`config.mk`:
```
export PLATFORM = sky130hd
export DESIGN_NAME = channel_config_decode
export DESIGN_NICKNAME = d
export VERILOG_FILES = /design/src/design/channel_config_decode.v /design/src/design/len_check_unit.v /design/src/design/pad_count_unit.v
export VERILOG_INCLUDE_DIRS = /design/src /design/src/design
export SDC_FILE = /design/constraint.sdc
export NUM_CORES = 1
export LEC_CHECK = 0
export ABC_CLOCK_PERIOD_IN_PS = 6390
export BUFFER_PORTS_ARGS = -buffer_cell sky130_fd_sc_hd__buf_2
export CORE_ASPECT_RATIO = 0.75
export CORE_UTILIZATION = 28
export CTS_BUF_LIST = sky130_fd_sc_hd__clkbuf_4
export CTS_CLUSTER_SIZE = 10
export DETAILED_ROUTE_END_ITERATION = 10
export GPL_ROUTABILITY_DRIVEN = 1
export PLACE_DENSITY = 0.55
export SLEW_MARGIN = 0
export SYNTH_ARGS = -nofsm -noshare
export SYNTH_HDL_FRONTEND = slang
export SYNTH_SLANG_ARGS = --single-unit
```
`constraint.sdc`:
```
create_clock -name clk -period 6.39 [get_ports clk]
set_input_delay 0.3195 -clock clk [delete_from_list [all_inputs] [get_ports clk]]
set_output_delay 0.3195 -clock clk [all_outputs]
set_load 0.01 [all_outputs]
```
`src/design/chan_cfg_map.vh`:
```
// Purpose: Field positions, offsets and codes for the channel config block
// Assumes: APB byte addresses, 32-bit words
// Notes: Definitions only
`ifndef CHAN_CFG_MAP_VH
`define CHAN_CFG_MAP_VH

`define NUM_CHAN 4
`define CHAN_BITS 2

`define CFG_PAD_COUNT_ADJUST_EN_BIT 31
`define CFG_START_HI 29
`define CFG_START_LO 24
`define CFG_INV_BIT 23
`define CFG_LEN_HI 21
`define CFG_LEN_LO 16
`define CFG_END_OF_PADFILL_IRQ_EN_BIT 15
`define CFG_PROT_HI 14
`define CFG_PROT_LO 12
`define CFG_MAX_LENGTH_SELECT_HI 11
`define CFG_MAX_LENGTH_SELECT_LO 10
`define CFG_FCS_BIT 9
`define CFG_MSK_THR_BIT 8
`define CFG_MSK_INC_BIT 7
`define CFG_MSK_DEC_BIT 6
`define CFG_WRITABLE 32'hBFBFFFFE
`define CFG_RESET 32'h00000000

`define PROT_TRANSP 3'h0
`define PROT_SS7 3'h1
`define PROT_HDLC16 3'h2
`define PROT_HDLC32 3'h3

`define MAX_LENGTH_SELECT_OFF 2'h0
`define MAX_LENGTH_SELECT_ONE 2'h1
`define MAX_LENGTH_SELECT_TWO 2'h2

`define ADDR_RX_CFG_BASE 12'h000
`define ADDR_TX_CFG_BASE 12'h040
`define ADDR_SEL 12'h080
`define ADDR_IRQ_STAT 12'h084
`define ADDR_IRQ_MASK 12'h088
`define ADDR_LIMITS 12'h08C

`define IRQ_W 5
`define IRQ_EOP 0
`define IRQ_THR 1
`define IRQ_INC 2
`define IRQ_DEC 3
`define IRQ_PROT_BAD 4

`endif

```
`src/design/channel_config_decode.v`:
```
// Purpose: Per channel and direction config words with decoded settings
// Assumes: APB slave, one clock, engine signals synchronous to clk
// Notes: Decode follows the channel/direction picked in the select register
`include "chan_cfg_map.vh"
`timescale 1ns/1ps
`default_nettype none

// How it works
// - Separate config word per channel per direction
// - Adjust off: pad count ignores zero insertion
// - Adjust on: zero insertion reduces pad count
// - Bits 29:24 give FIFO start index
// - FIFO size is two times (field+1) dwords
// - Invert off: data passes unchanged
// - Transmit end-of-padfill interrupt gated by bit 15
// - Protocol field: transparent, SS7, FCS16, FCS32
// - Length select zero: no length check
// - Length select one/two picks limit
// - FCS bit clear: strip receive, append transmit
// - FCS bit set: keep receive, no append
// - Non-FCS mode disables short message detection
// - SS7 receive threshold interrupt unless bit 8
// - SS7 receive increment interrupt unless bit 7
// - SS7 receive decrement interrupt unless bit 6
module channel_config_decode (
  // Clock and reset
  input wire clk,
  input wire rst_b,
  // APB slave
  input wire psel,
  input wire penable,
  input wire pwrite,
  input wire [11:0] paddr,
  input wire [31:0] pwdata,
  output reg [31:0] prdata,
  output reg pready,
  output reg pslverr,
  // Channel engine events for the selected channel
  input wire pad_load,
  input wire [7:0] pad_load_value,
  input wire pad_sent,
  input wire zero_insert,
  input wire error_threshold_event,
  input wire error_increment_event,
  input wire error_decrement_event,
  input wire rx_byte_strobe,
  input wire rx_frame_end,
  input wire [7:0] tx_data_in,
  input wire [7:0] rx_data_in,
  // Decoded settings
  output reg [5:0] fifo_start_index,
  output reg [7:0] fifo_dwords,
  output reg [7:0] tx_data_out,
  output reg [7:0] rx_data_out,
  output reg [2:0] protocol_sel,
  output reg fcs_strip_rx,
  output reg fcs_append_tx,
  output reg short_message_check_en,
  output reg max_length_error,
  output reg [7:0] pad_fill_count,
  // Interrupt
  output reg irq
);
  reg [31:0] rx_cfg_reg [0:`NUM_CHAN-1];
  reg [31:0] tx_cfg_reg [0:`NUM_CHAN-1];
  reg [`CHAN_BITS:0] sel_reg;
  reg [`IRQ_W-1:0] stat_reg;
  reg [`IRQ_W-1:0] mask_reg;
  reg [31:0] limits_reg;
  reg [`IRQ_W-1:0] stat_next;
  reg [31:0] cfg;
  reg [31:0] rd_next;
  reg hit;
  reg is_tx;
  reg is_ss7;
  reg pad_adjust_en;
  reg [7:0] pad_count_w;
  reg pad_done_w;
  reg too_long_w;
  reg [`IRQ_W-1:0] ev;
  wire access;
  wire wr;
  integer i;

  assign access = psel && penable && pready;
  assign wr = access && pwrite;

  // Word index inside a per-direction bank
  function [`CHAN_BITS-1:0] bank_index;
    input [11:0] a;
    begin
      bank_index = a[`CHAN_BITS+1:2];
    end
  endfunction

  function in_bank;
    input [11:0] a;
    input [11:0] base;
    begin
      in_bank = (a >= base) && (a < base + 12'h004 * `NUM_CHAN);
    end
  endfunction

  // Selected word drives the decode
  always @* begin
    is_tx = sel_reg[`CHAN_BITS];
    if (is_tx)
      cfg = tx_cfg_reg[sel_reg[`CHAN_BITS-1:0]];
    else
      cfg = rx_cfg_reg[sel_reg[`CHAN_BITS-1:0]];
    is_ss7 = (cfg[`CFG_PROT_HI:`CFG_PROT_LO] == `PROT_SS7);
    pad_adjust_en = cfg[`CFG_PAD_COUNT_ADJUST_EN_BIT];
  end

  pad_count_unit u_pad (
    .clk(clk),
    .rst_b(rst_b),
    .adjust_en(pad_adjust_en),
    .load(pad_load),
    .load_value(pad_load_value),
    .pad_sent(pad_sent),
    .zero_insert(zero_insert),
    .count(pad_count_w),
    .done_pulse(pad_done_w)
  );

  len_check_unit u_len (
    .clk(clk),
    .rst_b(rst_b),
    .max_length_select(cfg[`CFG_MAX_LENGTH_SELECT_HI:`CFG_MAX_LENGTH_SELECT_LO]),
    .max_msg_limit_one(limits_reg[15:0]),
    .max_msg_limit_two(limits_reg[31:16]),
    .byte_strobe(rx_byte_strobe),
    .frame_end(rx_frame_end),
    .too_long(too_long_w)
  );

  // SS7 and end-of-padfill events gated by per-channel config bits, then the global mask
  always @* begin
    ev = {`IRQ_W{1'b0}};
    ev[`IRQ_EOP] = is_tx && pad_done_w && cfg[`CFG_END_OF_PADFILL_IRQ_EN_BIT];
    ev[`IRQ_THR] = !is_tx && is_ss7 && error_threshold_event
      && !cfg[`CFG_MSK_THR_BIT];
    ev[`IRQ_INC] = !is_tx && is_ss7 && error_increment_event
      && !cfg[`CFG_MSK_INC_BIT];
    ev[`IRQ_DEC] = !is_tx && is_ss7 && error_decrement_event
      && !cfg[`CFG_MSK_DEC_BIT];
    // Reserved protocol codes flagged rather than trusted
    ev[`IRQ_PROT_BAD] = cfg[`CFG_PROT_HI];
    // Set wins over a write-one clear in the same cycle
    stat_next = stat_reg;
    if (wr && paddr == `ADDR_IRQ_STAT)
      stat_next = stat_reg & ~pwdata[`IRQ_W-1:0];
    stat_next = stat_next | ev;
  end

  // Read mux
  always @* begin
    hit = 1'b1;
    rd_next = 32'h00000000;
    if (in_bank(paddr, `ADDR_RX_CFG_BASE))
      rd_next = rx_cfg_reg[bank_index(paddr)];
    else if (in_bank(paddr, `ADDR_TX_CFG_BASE))
      rd_next = tx_cfg_reg[bank_index(paddr)];
    else if (paddr == `ADDR_SEL)
      rd_next = {{(31-`CHAN_BITS){1'b0}}, sel_reg};
    else if (paddr == `ADDR_IRQ_STAT)
      rd_next = {{(32-`IRQ_W){1'b0}}, stat_reg};
    else if (paddr == `ADDR_IRQ_MASK)
      rd_next = {{(32-`IRQ_W){1'b0}}, mask_reg};
    else if (paddr == `ADDR_LIMITS)
      rd_next = limits_reg;
    else
      hit = 1'b0;
  end

  // APB: one wait state, pready pulses in the second access cycle
  always @(posedge clk) begin
    if (!rst_b) begin
      pready <= 1'b0;
      pslverr <= 1'b0;
      prdata <= 32'h00000000;
    end else begin
      pready <= psel && penable && !pready;
      pslverr <= psel && penable && !pready && (paddr[1:0] != 2'b00 || !hit);
      if (psel && penable && !pready && !pwrite)
        prdata <= rd_next;
    end
  end

  // Register writes; reserved bits 30, 22 and 0 held at zero
  always @(posedge clk) begin
    if (!rst_b) begin
      for (i = 0; i < `NUM_CHAN; i = i + 1) begin
        rx_cfg_reg[i] <= `CFG_RESET;
        tx_cfg_reg[i] <= `CFG_RESET;
      end
      sel_reg <= {(`CHAN_BITS+1){1'b0}};
      mask_reg <= {`IRQ_W{1'b0}};
      limits_reg <= 32'h00000000;
      stat_reg <= {`IRQ_W{1'b0}};
    end else begin
      stat_reg <= stat_next;
      if (wr && paddr[1:0] == 2'b00) begin
        if (in_bank(paddr, `ADDR_RX_CFG_BASE))
          rx_cfg_reg[bank_index(paddr)] <= pwdata & `CFG_WRITABLE;
        else if (in_bank(paddr, `ADDR_TX_CFG_BASE))
          tx_cfg_reg[bank_index(paddr)] <= pwdata & `CFG_WRITABLE;
        else if (paddr == `ADDR_SEL)
          sel_reg <= pwdata[`CHAN_BITS:0];
        else if (paddr == `ADDR_IRQ_MASK)
          mask_reg <= pwdata[`IRQ_W-1:0];
        else if (paddr == `ADDR_LIMITS)
          limits_reg <= pwdata;
      end
    end
  end

  // Decoded outputs, all registered
  always @(posedge clk) begin
    if (!rst_b) begin
      fifo_start_index <= 6'h00;
      fifo_dwords <= 8'h02;
      tx_data_out <= 8'h00;
      rx_data_out <= 8'h00;
      protocol_sel <= `PROT_TRANSP;
      fcs_strip_rx <= 1'b1;
      fcs_append_tx <= 1'b1;
      short_message_check_en <= 1'b1;
      max_length_error <= 1'b0;
      pad_fill_count <= 8'h00;
      irq <= 1'b0;
    end else begin
      fifo_start_index <= cfg[`CFG_START_HI:`CFG_START_LO];
      fifo_dwords <= {1'b0, cfg[`CFG_LEN_HI:`CFG_LEN_LO], 1'b0}
        + 8'h02;
      // XOR with a zero mask passes data, all-ones mask inverts it
      tx_data_out <= tx_data_in ^ {8{cfg[`CFG_INV_BIT]}};
      rx_data_out <= rx_data_in ^ {8{cfg[`CFG_INV_BIT]}};
      if (cfg[`CFG_PROT_HI])
        protocol_sel <= `PROT_TRANSP;
      else
        protocol_sel <= cfg[`CFG_PROT_HI:`CFG_PROT_LO];
      fcs_strip_rx <= !cfg[`CFG_FCS_BIT];
      fcs_append_tx <= !cfg[`CFG_FCS_BIT];
      short_message_check_en <= !cfg[`CFG_FCS_BIT];
      max_length_error <= !is_tx && too_long_w;
      pad_fill_count <= pad_count_w;
      irq <= |(stat_next & ~mask_reg);
    end
  end
endmodule // channel_config_decode
`default_nettype wire

```
`src/design/len_check_unit.v`:
```
// Purpose: Maximum receive length check for one selected limit
// Assumes: Byte strobes and frame end from the receive engine
// Notes: Counter saturates so long frames never wrap
`include "chan_cfg_map.vh"
`timescale 1ns/1ps
`default_nettype none
module len_check_unit (
  // Clock and reset
  input wire clk,
  input wire rst_b,
  // Setup
  input wire [1:0] max_length_select,
  input wire [15:0] max_msg_limit_one,
  input wire [15:0] max_msg_limit_two,
  // Receive stream
  input wire byte_strobe,
  input wire frame_end,
  // Result
  output reg too_long
);
  reg [15:0] byte_cnt;
  reg [15:0] limit;
  reg check_on;

  always @* begin
    limit = 16'hFFFF;
    check_on = 1'b0;
    case (max_length_select)
      `MAX_LENGTH_SELECT_ONE: begin
        limit = max_msg_limit_one;
        check_on = 1'b1;
      end
      `MAX_LENGTH_SELECT_TWO: begin
        limit = max_msg_limit_two;
        check_on = 1'b1;
      end
      default: check_on = 1'b0;
    endcase
  end

  always @(posedge clk) begin
    if (!rst_b) begin
      byte_cnt <= 16'h0000;
      too_long <= 1'b0;
    end else if (frame_end) begin
      byte_cnt <= 16'h0000;
      too_long <= 1'b0;
    end else if (byte_strobe) begin
      if (byte_cnt != 16'hFFFF)
        byte_cnt <= byte_cnt + 16'h0001;
      if (check_on && byte_cnt >= limit)
        too_long <= 1'b1;
    end
  end
endmodule // len_check_unit
`default_nettype wire

```
`src/design/pad_count_unit.v`:
```
// Purpose: Pad fill counter with optional zero-insertion adjustment
// Assumes: Load and decrement pulses from the channel engine
// Notes: Counter saturates at zero
`timescale 1ns/1ps
`default_nettype none
module pad_count_unit (
  // Clock and reset
  input wire clk,
  input wire rst_b,
  // Control
  input wire adjust_en,
  input wire load,
  input wire [7:0] load_value,
  input wire pad_sent,
  input wire zero_insert,
  // Status
  output reg [7:0] count,
  output reg done_pulse
);
  reg [7:0] count_next;
  reg [1:0] dec;

  always @* begin
    dec = 2'd0;
    if (pad_sent)
      dec = dec + 2'd1;
    if (adjust_en && zero_insert)
      dec = dec + 2'd1;
    // Without adjust, zero insertions are ignored
    if (count > {6'h00, dec})
      count_next = count - {6'h00, dec};
    else
      count_next = 8'h00;
  end

  always @(posedge clk) begin
    if (!rst_b) begin
      count <= 8'h00;
      done_pulse <= 1'b0;
    end else if (load) begin
      count <= load_value;
      done_pulse <= 1'b0;
    end else begin
      count <= count_next;
      done_pulse <= (count != 8'h00) && (count_next == 8'h00) && pad_sent;
    end
  end
endmodule // pad_count_unit
`default_nettype wire

```
==> results of run 1 <==
-- per-stage QoR --
| step | setup WS, ps | hold WS, ps |
|---|---|---|
| 5_1_grt | 1860 | 52.6 |
| 4_1_cts | 2100 | 8.24 |
| 6_report | 1990 | 106 |
| 3_3_place_gp | 2630 | 449 |
| 2_1_floorplan | 2130 | 446 |
| 3_5_place_dp | 2520 | 460 |
-- final cells by class --
class	count	area (um^2)
inverters	44	165
clock inverters	30	178
well taps	861	1080
flip-flops and latches	381	9960
fillers	6462	42300
repair buffers	260	1740
multi-input cells	999	7780
diodes	3	7.51
clock buffers	144	1080
-- what timing repair did --
| action | in CTS | in global routing |
|---|---|---|
| hold endpoints to repair | 299 | 0 |
| hold buffers | 72 | 0 |
| setup endpoints to repair | 0 | 0 |
| gates resized for setup | 0 | 0 |
-- cells in the final DEF, fill, tap and decap left out, types with 4 or more instances in the layout --
| cell type | instances |
|---|---|
| edfxtp_1 | 232 |
| nand2_1 | 181 |
| buf_2 | 156 |
| dfxtp_1 | 147 |
| clkbuf_4 | 144 |
| and2_1 | 119 |
| mux4_2 | 103 |
| nor2_1 | 93 |
| and3_1 | 83 |
| dlygate4sd3_1 | 72 |
| o21ai_0 | 58 |
| inv_1 | 44 |
| a21boi_0 | 39 |
| nand2b_1 | 34 |
| buf_4 | 32 |
| a22oi_1 | 29 |
| xnor2_1 | 25 |
| ha_1 | 23 |
| clkinv_1 | 22 |
| nor2b_1 | 21 |
| a21oi_1 | 18 |
| a221oi_1 | 17 |
| nand3_1 | 17 |
| mux2i_1 | 14 |
| nor3_1 | 14 |
| nand4_1 | 11 |
| xor2_1 | 11 |
| o21ai_4 | 7 |
| nor3b_1 | 6 |
| a211oi_1 | 5 |
| a21o_1 | 5 |
| mux2_2 | 4 |
| a21boi_1 | 4 |
-- routing by layer --
layer  GRT usage  routed length [um]  vias to the layer above
met5           0                   0                        -
met4      0.0492                1220                        0
met3      0.0475                5930                       88
met2       0.256               25100                      646
met1       0.253               26800                     6785
li1            -                   -                     6145
-- worst min path at each step --
stage,to,cells after the start
after detailed placement,prdata[30]$_SDFFE_PN0P_,2
after global placement,prdata[30]$_SDFFE_PN0P_,2
final,u_pad.count[5]$_SDFF_PN0_,4
after floorplan,pad_fill_count[0]$_SDFF_PN0_,1
after global routing,u_pad.count[7]$_SDFF_PN0_,4
after CTS,u_pad.count[7]$_SDFF_PN0_,4
-- synthesized netlist by cell type, types with 18 or more instances --
cell type	n	share of area
clkbuf_1	77	0.016
edfxtp_1	232	0.38
mux4_2	103	0.13
ha_1	23	0.016
o21ai_0	65	0.018
nor2_1	94	0.019
a21oi_1	18	0.0049
dfxtp_1	149	0.16
nand2b_1	34	0.012
buf_2	25	0.0068
nor2b_1	23	0.0078
a22oi_1	29	0.012
a21boi_0	39	0.016
xnor2_1	25	0.012
nand2_1	181	0.037
and2_1	119	0.041
inv_1	44	0.0090
and3_1	83	0.028
-- tightest hold or removal path: cells and delay by family --
family                 cells  cell delay (ps)
AO/OA/AOI/OAI              1               60
AND/OR/NAND/NOR            2              240
buffers and inverters      1              200
-- kinds of logic after synthesis --
kind of cell             Yosys count
XOR/XNOR                          36
AO/OA/AOI/OAI                    207
adder cells (fa/ha/maj)           24
flip-flops                       381
other                              1
buffers and inverters            166
AND/OR/NAND/NOR                  608
multiplexers                     122
-- power groups by stage --
stage	clock network, W	registers (W)	logic [W]
floorplan	0	0.00275	0.000230
global placement	0	0.00275	0.000394
detailed placement	0	0.00276	0.000400
CTS	0.00220	0.00270	0.000443
global route	0.00234	0.00271	0.000474
finish	0.00216	0.00270	0.000443
==> metrics, run 1 <==
power per cell area 241 mW/mm^2; DRT Pass-1 Iters 7; register area share after synthesis 0.542; crit path kind reg2reg; post-synthesis adder-cell area fraction 0.0168; CTS max path bufs 3; unrepaired setup endpoints after global routing false; Critical Path Start Type register; Die W 298 um; Hold Startpoint pad_load; Crit path max-delay family compound AO/OA/AOI/OAI gates; worst r2r dst u_pad.count[3]$_SDFF_PN0_; Finished Cell Area 0.0220 mm^2; Layout area overhead 19.7%; setup_tns 0 ps; Synth cell types 64; crit-path max FO 50; simple-gate share of the synthesized area 0.172; root buffer cell clkbuf_4; CTS buffer count 94; clk_lat worst skew 800 ps; WP depth 12; Critical Path RT 7060 ps; main combinational cell family by area after synthesis simple AND/OR/NAND/NOR gates; Synth Cell Area 0.0184 mm^2; num ports 161; Max Cap Violations 0; num rows 80; initial core utilization 0.286; Die Y 224 um; GRT Overall Usage 0.176; Combinational Power Share 0.084; internal power 0.00397 W; Final #Nets 1885; leakage 8.60 nW; Buf/Inv on CP 2; largest net degree at the start of global routing 80; input/output buffers 158; DR vias 13.7k; utilization after layout 0.342; worst-case clock skew 48.1 ps; Crit-path slowest cell dfxtp_4; worst path cell trace mux4_2, nand2_1, a21boi_0, ha_1, ha_1, inv_1, fa_1, a21oi_1, nor3_1, a21oi_1, dlygate4sd3_1, nor2b_1; first-pass GRT wire length 86800 um; grt ovf 0; drt wl/cell 21.7 um; CTS tree built; post-synthesis area per instance 11.9 um^2; Hold Fails Final Rpt 0; CTS clk-pin slew, worst paths 70 ps; post-synthesis compound-gate area fraction 0.0750; DRT antenna net count 0; Power, Total 0.00530 W; Setup crit end kind register; mux share of post-synthesis cell area 0.137; final count of pins violating max slew 0; vias in the first global route 13.5k; CP Capture Point u_pad.count[3]$_SDFF_PN0_; VDD IR-drop max 0.122 mV; count of state elements after synthesis 381; share of layout cells above drive strength 1 0.254; cells after synthesis 1545; Ys Warns 0; H-tree Lvls 3; Placed Instances 2473; initial DRC count 1282; Final Cycle Share 0.689; Rel. slew slack 0.109; Post-Synth XOR/XNOR Area 0.0172; Net Sw Frac 0.251; initial antenna violation count 4; CTS sink cnt 381; Sw Pwr 0.00133 W; status finished, final reports clean; DRC violations left 0; placer congestion estimate 0.843; ys async rst share 0; number of flops mapped to enable cells by yosys 232; dpl cell area 0.0200 mm^2; drt total wl 59100 um; full die area 0.0666 mm^2; Setup Fix Bufs, Post-CTS 0; fin cells 2722; slew at the pin closest to its max-slew limit 1300 ps; drt via density 5.02; Worst path max stage delay 930 ps; Clock power frac 0.407; Final Setup Violations 0; Tmin final 4400 ps; worst hold path type in2reg; Final HPWL DP 37900 um; Arr. time, crit path 5070 ps; internal reg-to-reg setup slack 1990 ps; ys flop type edfxtp_1; Peak Freq 227 MHz; R2R cell count 12; register share of total power 0.510; Core Region 0.0643 mm^2
No activity file was read; power rests on OpenSTA's default activity.
==> run 2: changes to the inputs <==
--- a/config.mk
+++ b/config.mk
@@ -6,7 +6,8 @@
 export SDC_FILE = /design/constraint.sdc
 export NUM_CORES = 1
 export LEC_CHECK = 0
-export ABC_CLOCK_PERIOD_IN_PS = 6390
+export ABC_AREA = 1
+export ABC_CLOCK_PERIOD_IN_PS = 3750
 export BUFFER_PORTS_ARGS = -buffer_cell sky130_fd_sc_hd__buf_2
 export CORE_ASPECT_RATIO = 0.75
 export CORE_UTILIZATION = 28
@@ -14,7 +15,7 @@
 export CTS_CLUSTER_SIZE = 10
 export DETAILED_ROUTE_END_ITERATION = 10
 export GPL_ROUTABILITY_DRIVEN = 1
-export PLACE_DENSITY = 0.55
+export PLACE_DENSITY = 0.56
 export SLEW_MARGIN = 0
 export SYNTH_ARGS = -nofsm -noshare
 export SYNTH_HDL_FRONTEND = slang
==> constraint.sdc (replaced) <==
create_clock -name clk -period 3.75 [get_ports clk]
set_input_delay 0.1875 -clock clk [delete_from_list [all_inputs] [get_ports clk]]
set_output_delay 0.1875 -clock clk [all_outputs]
set_load 0.01 [all_outputs]
==> run 2 against run 1 <==
  * Cell count grew 22%
  * Clock skew grew 17 ps
  * Non-clock buffer count grew 27
  * Sequential share of layout area shrank 0.36 points
  * Via count grew 23%
  * Die area shrank 0.30%
==> metrics, run 2 <==
GRT Overall Usage 0.198; initial core utilization 0.285; hold-critical path endpoint tx_data_out[2]$_SDFF_PN0_; Arr. time, crit path 4310 ps; Critical Path RT 4520 ps; first-pass GRT wire length 99800 um; Final Cycle Share 0.944; post-synthesis compound-gate area fraction 0.136; H-tree Lvls 3; simple-gate share of the synthesized area 0.228; count of state elements after synthesis 381; Setup WS post-layout 210 ps; power per cell area 411 mW/mm^2; slew at the pin closest to its max-slew limit 964 ps; final count of pins violating max slew 0; Layout area overhead 21.0%; vias in the first global route 16.3k; unrepaired setup endpoints after global routing false; area share of the largest cell type after synthesis 0.381; Synth cell types 46; CTS clk-pin slew, worst paths 70 ps; clk_lat worst skew 850 ps; crit-path max FO 54; Hold Fails Final Rpt 0; Peak Freq 282 MHz; Tmin final 3540 ps; main combinational cell family by area after synthesis simple AND/OR/NAND/NOR gates; DRT Pass-1 Iters 6; DRT antenna net count 0; root buffer cell clkbuf_4; Critical Path Start Type register; largest net degree at the start of global routing 78; CTS tree built; CTS sink cnt 381; DR vias 16.8k; Setup crit end kind register; hold path cells 3; drt wl/cell 20.1 um; Core Region 0.0642 mm^2; CTS max path bufs 3; Max Cap Violations 0; ranking of synthesized cells by area edfxtp_1 38%, dfxtp_1 16%, nand2_1 8.3%; Ys Warns 0; register area share after synthesis 0.543; CTS buffer count 97; share of layout cells above drive strength 1 0.175; setup_tns 0 ps; drt total wl 66700 um; Hold Startpoint tx_data_in[2]; grt ovf 0; crit path kind reg2reg; Final #Nets 2474; internal reg-to-reg setup slack 210 ps; Fillers 6569; ys async rst share 0; initial antenna violation count 3; DRC violations left 0; initial DRC count 1581; Synth Cell Area 0.0183 mm^2; Die W 297 um; input/output buffers 158; post-synthesis area per instance 8.63 um^2; number of flops mapped to enable cells by yosys 232; most numerous cell in the Yosys netlist nand2_1; most frequent cells in the layout 404 x nand2_1, 320 x nor2_1, 232 x edfxtp_1; Die Y 223 um; ys flop type edfxtp_1; status finished, final reports clean; worst-case clock skew 65.1 ps; Final HPWL DP 42600 um; worst hold path type in2reg; num ports 161; area leader, netlist edfxtp_1; R2R cell count 15; Post-synth top cells 404 x nand2_1, 321 x nor2_1, 232 x edfxtp_1, 155 x inv_1, 151 x o21ai_0; Rel. slew slack 0.357; worst r2r dst u_len.too_long$_SDFFE_PP0P_; Final Setup Violations 0; cells after synthesis 2122; VDD IR-drop max 0.189 mV; placer congestion estimate 0.884; post-synthesis adder-cell area fraction 0.0168; mux share of post-synthesis cell area 0; num rows 80; Post-Synth XOR/XNOR Area 0.00383; full die area 0.0664 mm^2; leakage 8.87 nW; commonest non-fill, non-tap cell in the layout nand2_1; drt via density 5.05; Place WS 365 ps
==> run 2: where the power goes <==
group          total [W]  internal, W  switching [W]
Sequential       0.00460      0.00454      0.0000574
Clock            0.00377      0.00194        0.00183
Combinational   0.000747     0.000235       0.000512
Total            0.00911      0.00672        0.00240
==> run 2: area by class of cell <==
class | instances | area (um^2) | area share
flip-flops and latches | 381 | 9950 | 0.449
multi-input cells | 1422 | 7110 | 0.321
repair buffers | 287 | 2030 | 0.0917
clock buffers | 148 | 1110 | 0.0502
well taps | 861 | 1080 | 0.0486
inverters | 180 | 676 | 0.0305
clock inverters | 32 | 184 | 0.00830
diodes | 6 | 15.0 | 0.000678
==> run 2: timing repair <==
| item | in CTS | in global routing |
|---|---|---|
| resized for setup | 0 | 1 |
| endpoints found under the hold margin | 323 | 0 |
| buffers inserted | 0 | 0 |
| hold buffers | 82 | 0 |
| endpoints found under the setup margin | 0 | 2 |
==> run 2: cell families after synthesis <==
family,Yosys count
buffers and inverters,320
flip-flops,381
XOR/XNOR,8
adder cells (fa/ha/maj),24
AO/OA/AOI/OAI,418
other,1
AND/OR/NAND/NOR,970
==> run 2: critical path: stages, from the launching register on <==
cell and delay [ps]:
dfxtp_2 400, buf_4 530, o21ai_0 190, o22ai_1 180, nand2_1 70, nand2_1 110
inv_1 60, ha_1 650, a221oi_1 110, ha_1 350, nand4_1 110, nor3_1 290
nand3_1 130, nand3_1 110, nand2_1 50, a21oi_1 110
==> run 2: worst max-delay path by stage <==
stage,startpoint,to,slack [ps],depth (start not counted)
2_1_floorplan,pready$_SDFF_PN0_,tx_cfg_reg[1][0]$_SDFFCE_PN0P_,170,8
3_3_place_gp,register,u_len.too_long$_SDFFE_PP0P_,470,15
3_5_place_dp,register,u_len.too_long$_SDFFE_PP0P_,360,15
4_1_cts,register,u_pad.count[0]$_SDFF_PN0_,240,16
5_1_grt,register,u_pad.count[0]$_SDFF_PN0_,30,16
6_report,register,u_len.too_long$_SDFFE_PP0P_,210,15
==> run 2: metal layers <==
layer	global-route usage	routed length (um)	vias up
li1	-	-	7836
met1	0.271	29500	8066
met2	0.316	30300	760
met3	0.0396	5590	104
met4	0.0547	1250	0
met5	0	0	-
==> run 2: metrics by stage <==
stage / util / instances / area (um^2) / hold WS, ps / total power (W)
2_1_floorplan: - / 2123 / 18300 / 277 / 0.00506
3_3_place_gp: 0.312 / 3049 / 20000 / 372 / 0.00536
3_5_place_dp: 0.312 / 3049 / 20000 / 381 / 0.00537
4_1_cts: 0.345 / 3311 / 22100 / 32.0 / 0.00920
5_1_grt: 0.345 / 3316 / 22100 / 18.3 / 0.00950
6_report: 0.345 / 3317 / 22200 / 72.7 / 0.00911
==> run 3: changes to the inputs <==
--- a/config.mk
+++ b/config.mk
@@ -15,7 +15,7 @@
 export CTS_CLUSTER_SIZE = 10
 export DETAILED_ROUTE_END_ITERATION = 10
 export GPL_ROUTABILITY_DRIVEN = 1
-export PLACE_DENSITY = 0.56
+export HOLD_SLACK_MARGIN = 0.05
 export SLEW_MARGIN = 0
 export SYNTH_ARGS = -nofsm -noshare
 export SYNTH_HDL_FRONTEND = slang
==> run 3 against run 2 <==
  * Combinational power increased by 5.2%
  * Via count increased by 1.6%
  * Largest power group unchanged
  * Wire length increased by 0.91%
  * Critical endpoint is now u_pad.count[1]$_SDFF_PN0_
  * Highest routed layer is now met5
==> metrics, run 3 (synthesis gave the netlist of run 2 again) <==
leakage 9.03 nW; power per cell area 405 mW/mm^2; vias in the first global route 16.6k; largest net degree at the start of global routing 78; slew at the pin closest to its max-slew limit 1050 ps; Final Cycle Share 0.922; initial DRC count 1596; CTS tree built; Worst path max stage delay 560 ps; VDD IR-drop max 0.201 mV; Arr. time, crit path 4170 ps; Setup WS post-layout 294 ps; status finished, final reports clean; Hold WS 161 ps; DRT Pass-1 Iters 6; Critical Path Start Type register; Critical Path RT 4460 ps; input/output buffers 158; drt total wl 67300 um; GRT Overall Usage 0.200; Placed Instances 3052; Final Setup Violations 0; setup_tns 0 ps; CTS buffer count 93; final count of pins violating max slew 0; drt wl/cell 20.1 um; Buf/Inv on CP 7; Max Cap Violations 0; Place WS 476 ps; grt ovf 0; worst hold path type in2reg; first-pass GRT wire length 101000 um; root buffer cell clkbuf_4; Die Y 223 um; Final #Nets 2507; CTS sink cnt 381; commonest non-fill, non-tap cell in the layout nand2_1; share of layout cells above drive strength 1 0.174; Die W 297 um; CTS max path bufs 3; num rows 80; worst path cell trace inv_2, buf_4, o21ai_0, a31oi_1, buf_4, ha_1, ha_1, inv_1, fa_1, inv_1, nand2_1, a21o_1, inv_1, nor2_1, nor2_1, nor2_1, dlygate4sd3_1; fin cells 3342; Peak Freq 289 MHz; Tmin final 3460 ps; DRT antenna net count 0; Setup crit end kind register; Setup Fix Bufs, Post-CTS 0; worst-case clock skew 73.3 ps; Layout area overhead 22.8%; placer congestion estimate 0.941; Crit-path slowest cell dlygate4sd3_1; DRC violations left 0; unrepaired setup endpoints after global routing false; CTS clk-pin slew, worst paths 70 ps; initial core utilization 0.285; Rel. slew slack 0.300; initial antenna violation count 2; Hold Fails Final Rpt 0; most frequent cells in the layout 404 x nand2_1, 320 x nor2_1, 232 x edfxtp_1; DR vias 17.0k; num ports 161; Crit path max-delay family buffers and inverters; utilization after layout 0.350; crit-path max FO 23; H-tree Lvls 3; clk_lat worst skew 850 ps; crit path kind reg2reg; drt via density 5.10; Final HPWL DP 43300 um; Core Region 0.0642 mm^2; full die area 0.0664 mm^2
==> run 3: cell types whose count changed in the layout (fill, tap and decap cells not counted) <==
cell and delta:
ha_2 +1, buf_4 +3, diode_2 -2, o21ai_2 +2, clkinv_4 +1, ha_1 -1
buf_12 +1, dlygate4sd3_1 +34, clkinv_1 -10, clkinv_2 -3, clkbuf_4 +2, buf_6 -1
o21ai_4 -2
==> run 3: area by class of cell <==
| class | instances | area [um^2] |
|---|---|---|
| Antenna cell | 4 | 10.0 |
| Clock buffer | 150 | 1130 |
| Clock inverter | 20 | 140 |
| Fill cell | 6637 | 41700 |
| Inverter | 180 | 676 |
| Multi-Input combinational cell | 1422 | 7090 |
| Sequential cell | 381 | 9950 |
| Tap cell | 861 | 1080 |
| Timing Repair Buffer | 324 | 2400 |
==> run 3: per-layer routing <==
metal / vias to the layer above / global-route usage / part of all wire / wire, um
met3: 137 / 0.0404 / 0.092 / 6170
met5: - / 0 / 0.00019 / 13
met2: 894 / 0.308 / 0.44 / 29600
met1: 8106 / 0.277 / 0.44 / 29500
met4: 2 / 0.0710 / 0.030 / 2050
li1: 7897 / - / - / -
==> run 3: metrics by stage <==
step           power, W  cell area [um^2]
6_report        0.00911             22500
5_1_grt         0.00950             22500
4_1_cts         0.00918             22500
3_5_place_dp    0.00537             20000
3_3_place_gp    0.00536             20000
2_1_floorplan   0.00506             18300
==> run 3: path summary, 6_finish.rpt <==
| path | start | endpoint | slack (ps) | cells past startpoint |
|---|---|---|---|---|
| max | register | u_pad.count[1]$_SDFF_PN0_ | 290 | 17 |
| min | pwrite | sel_reg[1]$_SDFFE_PN0P_ | 160 | 9 |
| min reg2reg | u_pad.count[6]$_SDFF_PN0_ | pad_fill_count[6]$_SDFF_PN0_ | 430 | 2 |
| max reg2reg | register | u_pad.count[1]$_SDFF_PN0_ | 290 | 17 |
==> run 3: where the power goes <==
group | internal, W | switching [W] | total [W]
clock network | 0.00194 | 0.00178 | 0.00372
logic | 0.000264 | 0.000522 | 0.000786
registers | 0.00454 | 0.0000593 | 0.00460
total | 0.00675 | 0.00236 | 0.00911
==> run 3: tightest hold or removal path, cell delays in order <==
cell,delay (ps)
buf_2,110
nand2_1,100
nor2_4,70
inv_2,50
nor2_2,40
nand2_1,70
nor2_2,80
nor2_1,90
a211oi_1,110
==> run 3: repair_timing <==
action                     in CTS  in global routing
hold endpoints to repair      343                  0
setup endpoints to repair       0                  1
hold buffers                  116                  0
gates resized for setup         0                  1
